File: src/pkg/iimdr_defs.svh
// iimdr_defs.svh: offsets, field positions and reset values of the
// irq mask and data register bank.
// assumes: included by bare name wherever the constants are needed.
`ifndef IIMDR_DEFS_SVH
`define IIMDR_DEFS_SVH

// ********************************
// bus geometry
// ********************************
`define IIMDR_AW          8
`define IIMDR_FW          12
`define IIMDR_WORD_MASK   8'hFC

// ********************************
// register byte offsets
// ********************************
`define IIMDR_OFF_STATUS  8'h20
`define IIMDR_OFF_IER     8'h24
`define IIMDR_OFF_IDR     8'h28
`define IIMDR_OFF_IMR     8'h2C
`define IIMDR_OFF_RHR     8'h30
`define IIMDR_OFF_THR     8'h34

// ********************************
// flag and mask bit positions
// ********************************
`define IIMDR_B_XFER      0
`define IIMDR_B_RX_HOLD_READY     1
`define IIMDR_B_TX_HOLD_READY     2
`define IIMDR_B_SVA       4
`define IIMDR_B_GCALL     5
`define IIMDR_B_OVR       6
`define IIMDR_B_NACK      8
`define IIMDR_B_ARB       9
`define IIMDR_B_WAIT      10
`define IIMDR_B_EOS       11

// ********************************
// field masks and reset values
// ********************************
`define IIMDR_VALID       12'hF77
`define IIMDR_COR         12'hB60
`define IIMDR_FLAG_RST    12'h004
`define IIMDR_MASK_RST    12'h000
`define IIMDR_BYTE_RST    8'h00
`define IIMDR_WORD_ZERO   32'h0000_0000
`define IIMDR_RESP_OKAY   2'h0
`define IIMDR_RESP_SLVERR 2'h2

`endif

File: src/pkg/iimdr_pkg.sv
// iimdr_pkg.sv: types of the irq mask and data register bank.
// assumes: iimdr_defs.svh on the include path.
`include "iimdr_defs.svh"

package iimdr_pkg;

  // ********************************
  // controller side carrier
  // ********************************
  typedef struct packed {
    logic       xfer_complete;
    logic       slave_addressed;
    logic       clock_stretch_wait;
    logic       nack_evt;
    logic       general_call_evt;
    logic       arb_lost_evt;
    logic       rx_load;
    logic [7:0] rx_byte;
    logic       tx_take;
  } iimdr_ctl_t;

  // ********************************
  // states and register ids
  // ********************************
  typedef enum logic {WR_COLLECT, WR_RESP} iimdr_wr_t;

  typedef enum logic [2:0] {
    REG_STATUS, REG_IER, REG_IDR, REG_IMR, REG_RHR, REG_THR, REG_NONE
  } iimdr_reg_t;

  // ********************************
  // whole state of the top
  // ********************************
  typedef struct packed {
    iimdr_wr_t                wr_st;
    logic                     aw_rdy;
    logic                     w_rdy;
    logic                     have_aw;
    logic                     have_w;
    logic [`IIMDR_AW-1:0]     aw_addr;
    logic [31:0]              w_data;
    logic [3:0]               w_strb;
    logic                     b_vld;
    logic [1:0]               b_resp;
    logic                     ar_rdy;
    logic                     r_vld;
    logic [1:0]               r_resp;
    logic [31:0]              r_data;
    logic [`IIMDR_FW-1:0]     mask;
    logic [7:0]               rx_byte;
    logic [7:0]               tx_byte;
    logic                     sva_prev;
    logic                     irq;
  } iimdr_state_t;

endpackage

File: src/hdl/iimdr_regs.sv
// iimdr_regs.sv: irq enable, disable and mask registers with receive and
// transmit holding registers, behind an AXI4-Lite slave.
// assumes: controller flags and strobes arrive on aclk, one cycle pulses.
//
// How it works
// - a one written to a defined enable bit sets that mask bit, a zero leaves it.
// - a one written to a defined disable bit clears that mask bit, a zero leaves it.
// - the mask view reads one for each enabled source and is zero after reset.
// - bits 0, 1 and 2 steer transfer complete, receive ready and transmit ready.
// - bits 4, 5 and 11 steer slave addressed, general call and end of access.
// - bits 6, 8 and 9 steer overrun, not acknowledged and arbitration lost.
// - bit 10 steers clock stretch wait; bits 3, 7 and 12 to 31 do nothing.
// - the receive holding register shows the last byte in bits 7:0, zeros above.
// - the transmit holding register takes the next byte in bits 7:0, reset zero.
// - receive ready sets on a byte load and clears when the byte is read.
// - transmit ready clears on a holding write and sets when the shifter takes it.
// - the not acknowledged, overrun, general call, lost and end flags clear on status read.
`timescale 1ns/100ps
`default_nettype none
`include "iimdr_defs.svh"

module iimdr_regs (
  // clock and reset
  input  wire logic                 aclk,
  input  wire logic                 aresetn,
  // axi write address
  input  wire logic [`IIMDR_AW-1:0] awaddr,
  input  wire logic                 awvalid,
  output var  logic                 awready,
  // axi write data
  input  wire logic [31:0]          wdata,
  input  wire logic [3:0]           wstrb,
  input  wire logic                 wvalid,
  output var  logic                 wready,
  // axi write response
  output var  logic [1:0]           bresp,
  output var  logic                 bvalid,
  input  wire logic                 bready,
  // axi read address
  input  wire logic [`IIMDR_AW-1:0] araddr,
  input  wire logic                 arvalid,
  output var  logic                 arready,
  // axi read data
  output var  logic [31:0]          rdata,
  output var  logic [1:0]           rresp,
  output var  logic                 rvalid,
  input  wire logic                 rready,
  // controller side
  input  wire iimdr_pkg::iimdr_ctl_t ctl,
  output var  logic [7:0]           tx_byte,
  output var  logic                 tx_hold_ready,
  // interrupt
  output var  logic                 irq
);

  // ********************************
  // declarations
  // ********************************
  iimdr_pkg::iimdr_state_t s;
  iimdr_pkg::iimdr_state_t next_s;
  logic [`IIMDR_FW-1:0]    flags;
  logic [`IIMDR_FW-1:0]    status;
  logic [`IIMDR_FW-1:0]    set_vec;
  logic [`IIMDR_FW-1:0]    clr_vec;
  logic [31:0]             wr_bits;
  logic [`IIMDR_FW-1:0]    wr_field;
  iimdr_pkg::iimdr_reg_t   wr_reg;
  iimdr_pkg::iimdr_reg_t   rd_reg;
  logic                    wr_go;
  logic                    rd_go;
  logic                    sr_rd;
  logic                    rhr_rd;
  logic                    thr_wr;
  logic [`IIMDR_FW-1:0]    w1c;

  // ********************************
  // functions
  // ********************************
  // word address to register id, low two bits ignored
  function automatic iimdr_pkg::iimdr_reg_t reg_dec(input logic [`IIMDR_AW-1:0] a);
    logic [`IIMDR_AW-1:0] w;
    w = a & `IIMDR_WORD_MASK;
    unique case (w)
      `IIMDR_OFF_STATUS: reg_dec = iimdr_pkg::REG_STATUS;
      `IIMDR_OFF_IER:    reg_dec = iimdr_pkg::REG_IER;
      `IIMDR_OFF_IDR:    reg_dec = iimdr_pkg::REG_IDR;
      `IIMDR_OFF_IMR:    reg_dec = iimdr_pkg::REG_IMR;
      `IIMDR_OFF_RHR:    reg_dec = iimdr_pkg::REG_RHR;
      `IIMDR_OFF_THR:    reg_dec = iimdr_pkg::REG_THR;
      default:           reg_dec = iimdr_pkg::REG_NONE;
    endcase
  endfunction

  // byte enables widened to a bit mask
  function automatic logic [31:0] strb_bits(input logic [3:0] st);
    strb_bits = {{8{st[3]}}, {8{st[2]}}, {8{st[1]}}, {8{st[0]}}};
  endfunction

  // ********************************
  // status view
  // ********************************
  // level sources follow the controller, sticky ones come from the bank
  always_comb begin
    status                     = flags & `IIMDR_VALID;
    status[`IIMDR_B_XFER]      = ctl.xfer_complete;
    status[`IIMDR_B_SVA]       = ctl.slave_addressed;
    status[`IIMDR_B_WAIT]      = ctl.clock_stretch_wait;
  end

  // ********************************
  // decode of the current accesses
  // ********************************
  always_comb begin
    wr_reg   = reg_dec(s.aw_addr);
    rd_reg   = reg_dec(araddr);
    wr_bits  = s.w_data & strb_bits(s.w_strb);
    wr_field = wr_bits[`IIMDR_FW-1:0] & `IIMDR_VALID;
    wr_go    = (s.wr_st == iimdr_pkg::WR_COLLECT) && s.have_aw && s.have_w;
    rd_go    = arvalid && s.ar_rdy;
    sr_rd    = rd_go && (rd_reg == iimdr_pkg::REG_STATUS);
    rhr_rd   = rd_go && (rd_reg == iimdr_pkg::REG_RHR);
    thr_wr   = wr_go && (wr_reg == iimdr_pkg::REG_THR) && s.w_strb[0];
    w1c      = (wr_go && (wr_reg == iimdr_pkg::REG_STATUS)) ?
               (wr_field & `IIMDR_COR) : '0;
  end

  // ********************************
  // flag set and clear
  // ********************************
  always_comb begin
    set_vec = '0;
    clr_vec = w1c;
    set_vec[`IIMDR_B_RX_HOLD_READY] = ctl.rx_load;
    clr_vec[`IIMDR_B_RX_HOLD_READY] = rhr_rd;
    // nack also frees the holding register
    set_vec[`IIMDR_B_TX_HOLD_READY] = ctl.tx_take | ctl.nack_evt;
    clr_vec[`IIMDR_B_TX_HOLD_READY] = thr_wr;
    // a load over an unread byte is an overrun
    set_vec[`IIMDR_B_OVR]   = ctl.rx_load & flags[`IIMDR_B_RX_HOLD_READY];
    set_vec[`IIMDR_B_NACK]  = ctl.nack_evt;
    set_vec[`IIMDR_B_GCALL] = ctl.general_call_evt;
    set_vec[`IIMDR_B_ARB]   = ctl.arb_lost_evt;
    // end of access marks the fall of slave addressed
    set_vec[`IIMDR_B_EOS]   = s.sva_prev & ~ctl.slave_addressed;
    if (sr_rd) begin
      clr_vec = clr_vec | `IIMDR_COR;
    end
  end

  iimdr_flag_bank #(
    .W   (`IIMDR_FW),
    .RST (`IIMDR_FLAG_RST)
  ) u_flags (
    .aclk    (aclk),
    .aresetn (aresetn),
    .set     (set_vec),
    .clr     (clr_vec),
    .flags   (flags)
  );

  // ********************************
  // next state
  // ********************************
  always_comb begin
    next_s = s;

    // write address and data, taken in either order
    if (awvalid && s.aw_rdy) begin
      next_s.aw_addr = awaddr;
      next_s.aw_rdy  = 1'b0;
      next_s.have_aw = 1'b1;
    end
    if (wvalid && s.w_rdy) begin
      next_s.w_data  = wdata;
      next_s.w_strb  = wstrb;
      next_s.w_rdy   = 1'b0;
      next_s.have_w  = 1'b1;
    end

    // write execution and response
    unique case (s.wr_st)
      iimdr_pkg::WR_COLLECT: begin
        if (wr_go) begin
          next_s.b_vld  = 1'b1;
          next_s.b_resp = `IIMDR_RESP_OKAY;
          next_s.wr_st  = iimdr_pkg::WR_RESP;
          unique case (wr_reg)
            iimdr_pkg::REG_IER: begin
              next_s.mask = s.mask | wr_field;
            end
            iimdr_pkg::REG_IDR: begin
              next_s.mask = s.mask & ~wr_field;
            end
            iimdr_pkg::REG_THR: begin
              if (s.w_strb[0]) begin
                next_s.tx_byte = s.w_data[7:0];
              end
            end
            iimdr_pkg::REG_STATUS,
            iimdr_pkg::REG_IMR,
            iimdr_pkg::REG_RHR: begin
              // read only or handled by the flag bank
            end
            iimdr_pkg::REG_NONE: begin
              next_s.b_resp = `IIMDR_RESP_SLVERR;
            end
          endcase
        end
      end
      iimdr_pkg::WR_RESP: begin
        if (bready) begin
          next_s.b_vld   = 1'b0;
          next_s.have_aw = 1'b0;
          next_s.have_w  = 1'b0;
          next_s.aw_rdy  = 1'b1;
          next_s.w_rdy   = 1'b1;
          next_s.wr_st   = iimdr_pkg::WR_COLLECT;
        end
      end
    endcase

    // read: data sampled at the address edge, side effects there too
    if (rd_go) begin
      next_s.ar_rdy = 1'b0;
      next_s.r_vld  = 1'b1;
      next_s.r_resp = `IIMDR_RESP_OKAY;
      next_s.r_data = `IIMDR_WORD_ZERO;
      unique case (rd_reg)
        iimdr_pkg::REG_STATUS: begin
          next_s.r_data[`IIMDR_FW-1:0] = status;
        end
        iimdr_pkg::REG_IER,
        iimdr_pkg::REG_IDR: begin
          // write only, reads as zero
        end
        iimdr_pkg::REG_IMR: begin
          next_s.r_data[`IIMDR_FW-1:0] = s.mask;
        end
        iimdr_pkg::REG_RHR: begin
          next_s.r_data[7:0] = s.rx_byte;
        end
        iimdr_pkg::REG_THR: begin
          next_s.r_data[7:0] = s.tx_byte;
        end
        iimdr_pkg::REG_NONE: begin
          next_s.r_resp = `IIMDR_RESP_SLVERR;
        end
      endcase
    end else if (s.r_vld && rready) begin
      next_s.r_vld  = 1'b0;
      next_s.ar_rdy = 1'b1;
    end

    // received byte capture
    if (ctl.rx_load) begin
      next_s.rx_byte = ctl.rx_byte;
    end
    next_s.sva_prev = ctl.slave_addressed;

    // mask bit positions follow the status layout
    // one cycle behind the flags, traded for a flop-driven output
    next_s.irq = |(status & s.mask);
  end

  // ********************************
  // state register
  // ********************************
  always_ff @(posedge aclk) begin
    if (!aresetn) begin
      s         <= '0;
      s.wr_st   <= iimdr_pkg::WR_COLLECT;
      s.aw_rdy  <= 1'b1;
      s.w_rdy   <= 1'b1;
      s.ar_rdy  <= 1'b1;
      s.mask    <= `IIMDR_MASK_RST;
      s.tx_byte <= `IIMDR_BYTE_RST;
      s.rx_byte <= `IIMDR_BYTE_RST;
    end else begin
      s <= next_s;
    end
  end

  // ********************************
  // outputs
  // ********************************
  always_comb begin
    awready       = s.aw_rdy;
    wready        = s.w_rdy;
    bvalid        = s.b_vld;
    bresp         = s.b_resp;
    arready       = s.ar_rdy;
    rvalid        = s.r_vld;
    rresp         = s.r_resp;
    rdata         = s.r_data;
    tx_byte       = s.tx_byte;
    tx_hold_ready = flags[`IIMDR_B_TX_HOLD_READY];
    irq           = s.irq;
  end

endmodule

`default_nettype wire

File: src/hdl/iimdr_flag_bank.sv
// iimdr_flag_bank.sv: bank of sticky flags, set has priority over clear.
// assumes: set and clear come from logic on the same clock.
`timescale 1ns/100ps
`default_nettype none

module iimdr_flag_bank #(
  parameter int             W   = 12,
  parameter logic [W-1:0]   RST = '0
) (
  // clock and reset
  input  wire logic         aclk,
  input  wire logic         aresetn,
  // flag control
  input  wire logic [W-1:0] set,
  input  wire logic [W-1:0] clr,
  // flag state
  output var  logic [W-1:0] flags
);

  logic [W-1:0] next_flags;

  // ********************************
  // parameter check
  // ********************************
  if (W < 1) begin : g_bad_width
    $error("flag bank width must be at least one");
  end

  // ********************************
  // next state
  // ********************************
  // an event in the clearing cycle survives
  always_comb begin
    next_flags = set | (flags & ~clr);
  end

  always_ff @(posedge aclk) begin
    if (!aresetn) begin
      flags <= RST;
    end else begin
      flags <= next_flags;
    end
  end

endmodule

`default_nettype wire

File: config.mk
export PLATFORM = sky130hd
export DESIGN_NAME = iimdr_regs
export DESIGN_NICKNAME = d
export VERILOG_FILES = /design/src/pkg/iimdr_pkg.sv /design/src/hdl/iimdr_regs.sv /design/src/hdl/iimdr_flag_bank.sv
export VERILOG_INCLUDE_DIRS = /design/src /design/src/pkg
export SDC_FILE = /design/constraint.sdc
export NUM_CORES = 1
export LEC_CHECK = 0
export BUFFER_PORTS_ARGS = -buffer_cell sky130_fd_sc_hd__buf_2
export CORE_MARGIN = 8
export CORE_UTILIZATION = 30
export CTS_CLUSTER_SIZE = 8
export DETAILED_ROUTE_END_ITERATION = 8
export GPL_TIMING_DRIVEN = 1
export PLACE_DENSITY = 0.55
export SLEW_MARGIN = 25
export SYNTH_ARGS = -nofsm -noshare
export SYNTH_HDL_FRONTEND = slang
export SYNTH_HIERARCHICAL = 1
export SYNTH_SLANG_ARGS = --single-unit
File: constraint.sdc
create_clock -name aclk -period 1.8 [get_ports aclk]
set_input_delay 0.45 -clock aclk [delete_from_list [all_inputs] [get_ports aclk]]
set_output_delay 0.45 -clock aclk [all_outputs]
set_load 0.02 [all_outputs]
==> impl_metrics.tcl <==
set metrics [dict create \
    leakage_nw 1.89 \
    cp_data_arrival_time_ps 1980 \
    die-height_um 124 \
    stdcell_area_um2 4230 \
    drive_above_1_share 0.247 \
    postPlaceCellArea_um2 3860 \
    insertion_delay_ps 330 \
    worstHoldPathCells 2 \
    critPathMaxFanout 2 \
    slew_viol_final 0 \
    nFillCells 1230 \
    rsz0062_at_grt "yes" \
    syn_area_um2 3510 \
    antenna_cells 0 \
    pre_cts_ws_ps -80.6 \
    dp.cells 592 \
    grt_pass1_vias 2836 \
    min_to "wready" \
    internal-power_mw 3.31 \
    p_per_area_nw_per_um2 1010 \
    fin_nets 536 \
    port-buffer-count 77 \
    rr_startpoint "s[111]" \
    cts-root-buf "clkbuf_16" \
    core_area_um2 11400 \
    seq_power_share 0.428 \
    cap_violations 0 \
    cts_tree "done" \
    p_sw_frac 0.224 \
    ios 126 \
    cts_htree_levels 3 \
    setup_tns_ps 0 \
    r2r_cells 6 \
    drt_wl_total_um 9170 \
    pwr-share-comb 0.090 \
    reg2reg_slack_ps 40 \
    worst_slew_pin_slew_ps 572 \
    overflow 0 \
    grt_max_degree 29 \
    end_kind "register" \
    syn-mean-instance-area_um2 8.79 \
    fin_crit_ps 1760 \
    die_w_um 124 \
    grt_pass1_wl_um 14400 \
    fin_skew_ps 4.11 \
    hpwl_um 7060 \
    min_from "wvalid" \
    viasPerCell 4.62 \
    remaining_drc_errors 0 \
    finalCritPeriodShare 0.979 \
    clock-sinks 77 \
    num_vias 2813 \
    hold_class "input pin to register" \
    peakVddDrop_mv 0.589 \
    drt_pass1_iterations 4 \
    cts_max_path_buffers 2 \
    critPathKind "register to register" \
    die_area_um2 15400 \
    drtIter0Drc 124 \
    fin_cells 609 \
    post-route-util 0.370 \
    worstReg2RegEnd "u_flags/flags[6]" \
    hold_violations 0 \
    max_freq_mhz 568 \
    setup_viol_count_final 0 \
    gp_congestion 0.753 \
    initial_core_util 0.307 \
    relSlewSlack 0.618 \
    cp-start-kind "register" \
    syn_to_final_growth_pct 20.5 \
    route.detailed.wl_per_inst_um 15.1 \
    status "finished clean" \
    setup_ws_ps 38.3 \
    clkTransAtPathRegs_ps 60 \
    rows 39 \
    antenna_left 0 \
    cts_buffers 9 \
    power.total_mw 4.27 \
    clkPwrFrac 0.482 \
    grt_usage 0.121 \
    switching_power_mw 0.959 \
    netlist_instances 399 \
    cp.required_ps 2020 \
    synth_warnings 6 \
    whs_ps 323 \
    antenna_found_initial 0 \
]
-- cells in the final DEF (no fill, tap or decap), types with 2 or more instances in the layout --
| master | count |
|---|---|
| o22a_1 | 6 |
| clkbuf_1 | 2 |
| dfxtp_1 | 76 |
| buf_4 | 14 |
| nand3b_1 | 2 |
| a22oi_1 | 7 |
| nand3_1 | 14 |
| nor2_1 | 25 |
| nand2b_1 | 2 |
| conb_1 | 22 |
| nor3_1 | 2 |
| bufinv_16 | 3 |
| a221oi_1 | 6 |
| a22o_1 | 2 |
| nand2_1 | 63 |
| xnor2_1 | 2 |
| o21a_1 | 8 |
| a21oi_1 | 28 |
| inv_1 | 3 |
| o21ai_0 | 17 |
| buf_2 | 77 |
| nor2b_1 | 12 |
| a21o_1 | 5 |
| mux2i_1 | 34 |
| and2_1 | 6 |
| clkbuf_16 | 9 |
-- area by class of cell --
type | instances | area, µm² | share of cell area
inverter | 3 | 11.3 | 0.00267
timing repair buffer | 92 | 510 | 0.121
tap | 143 | 179 | 0.0423
multi-input combinational | 278 | 1640 | 0.388
clock buffer | 12 | 246 | 0.0583
clock inverter | 4 | 95.1 | 0.0225
sequential | 77 | 1540 | 0.365
-- how the worst max path moves through the flow --
stage	cells after the start	endpoint	startpoint	slack (ps)
2_1_floorplan	7	u_flags/flags[8]	s[111]	1
3_5_place_dp	7	u_flags/flags[8]	araddr[7]	-80
6_report	6	u_flags/flags[6]	s[111]	40
3_3_place_gp	7	u_flags/flags[6]	araddr[7]	-60
4_1_cts	6	u_flags/flags[9]	s[111]	20
5_1_grt	6	u_flags/flags[6]	s[110]	-50
-- critical path: stages (launching register included) --
cell	delay, ps
dfxtp_2	320
or3b_4	390
or4_4	460
nor2_2	150
a21o_1	140
nor2b_1	40
o21a_1	160
-- per-layer routing --
metal  vias to the layer above  GRT usage  wire (µm)
met5                         -          0          0
met4                         0     0.0468        138
met3                         9     0.0299        534
li1                       1432          -          -
met1                      1297      0.152       4230
met2                        75      0.194       4270
-- power by group through the flow --
| stage | sequential [mW] | combinational (mW) | clock, mW |
|---|---|---|---|
| floorplan | 1.86 | 0.294 | 0 |
| global placement | 1.86 | 0.379 | 0 |
| detailed placement | 1.86 | 0.387 | 0 |
| CTS | 1.83 | 0.390 | 2.11 |
| global route | 1.84 | 0.431 | 2.18 |
| finish | 1.83 | 0.386 | 2.06 |
-- repair_timing --
action	4_1_cts	5_1_grt
resized for setup	2	3
endpoints found under the setup margin	5	11
hold buffers	0	0
pin swaps	0	2
buffers inserted	0	1
Power figures use the tool's default switching activity.
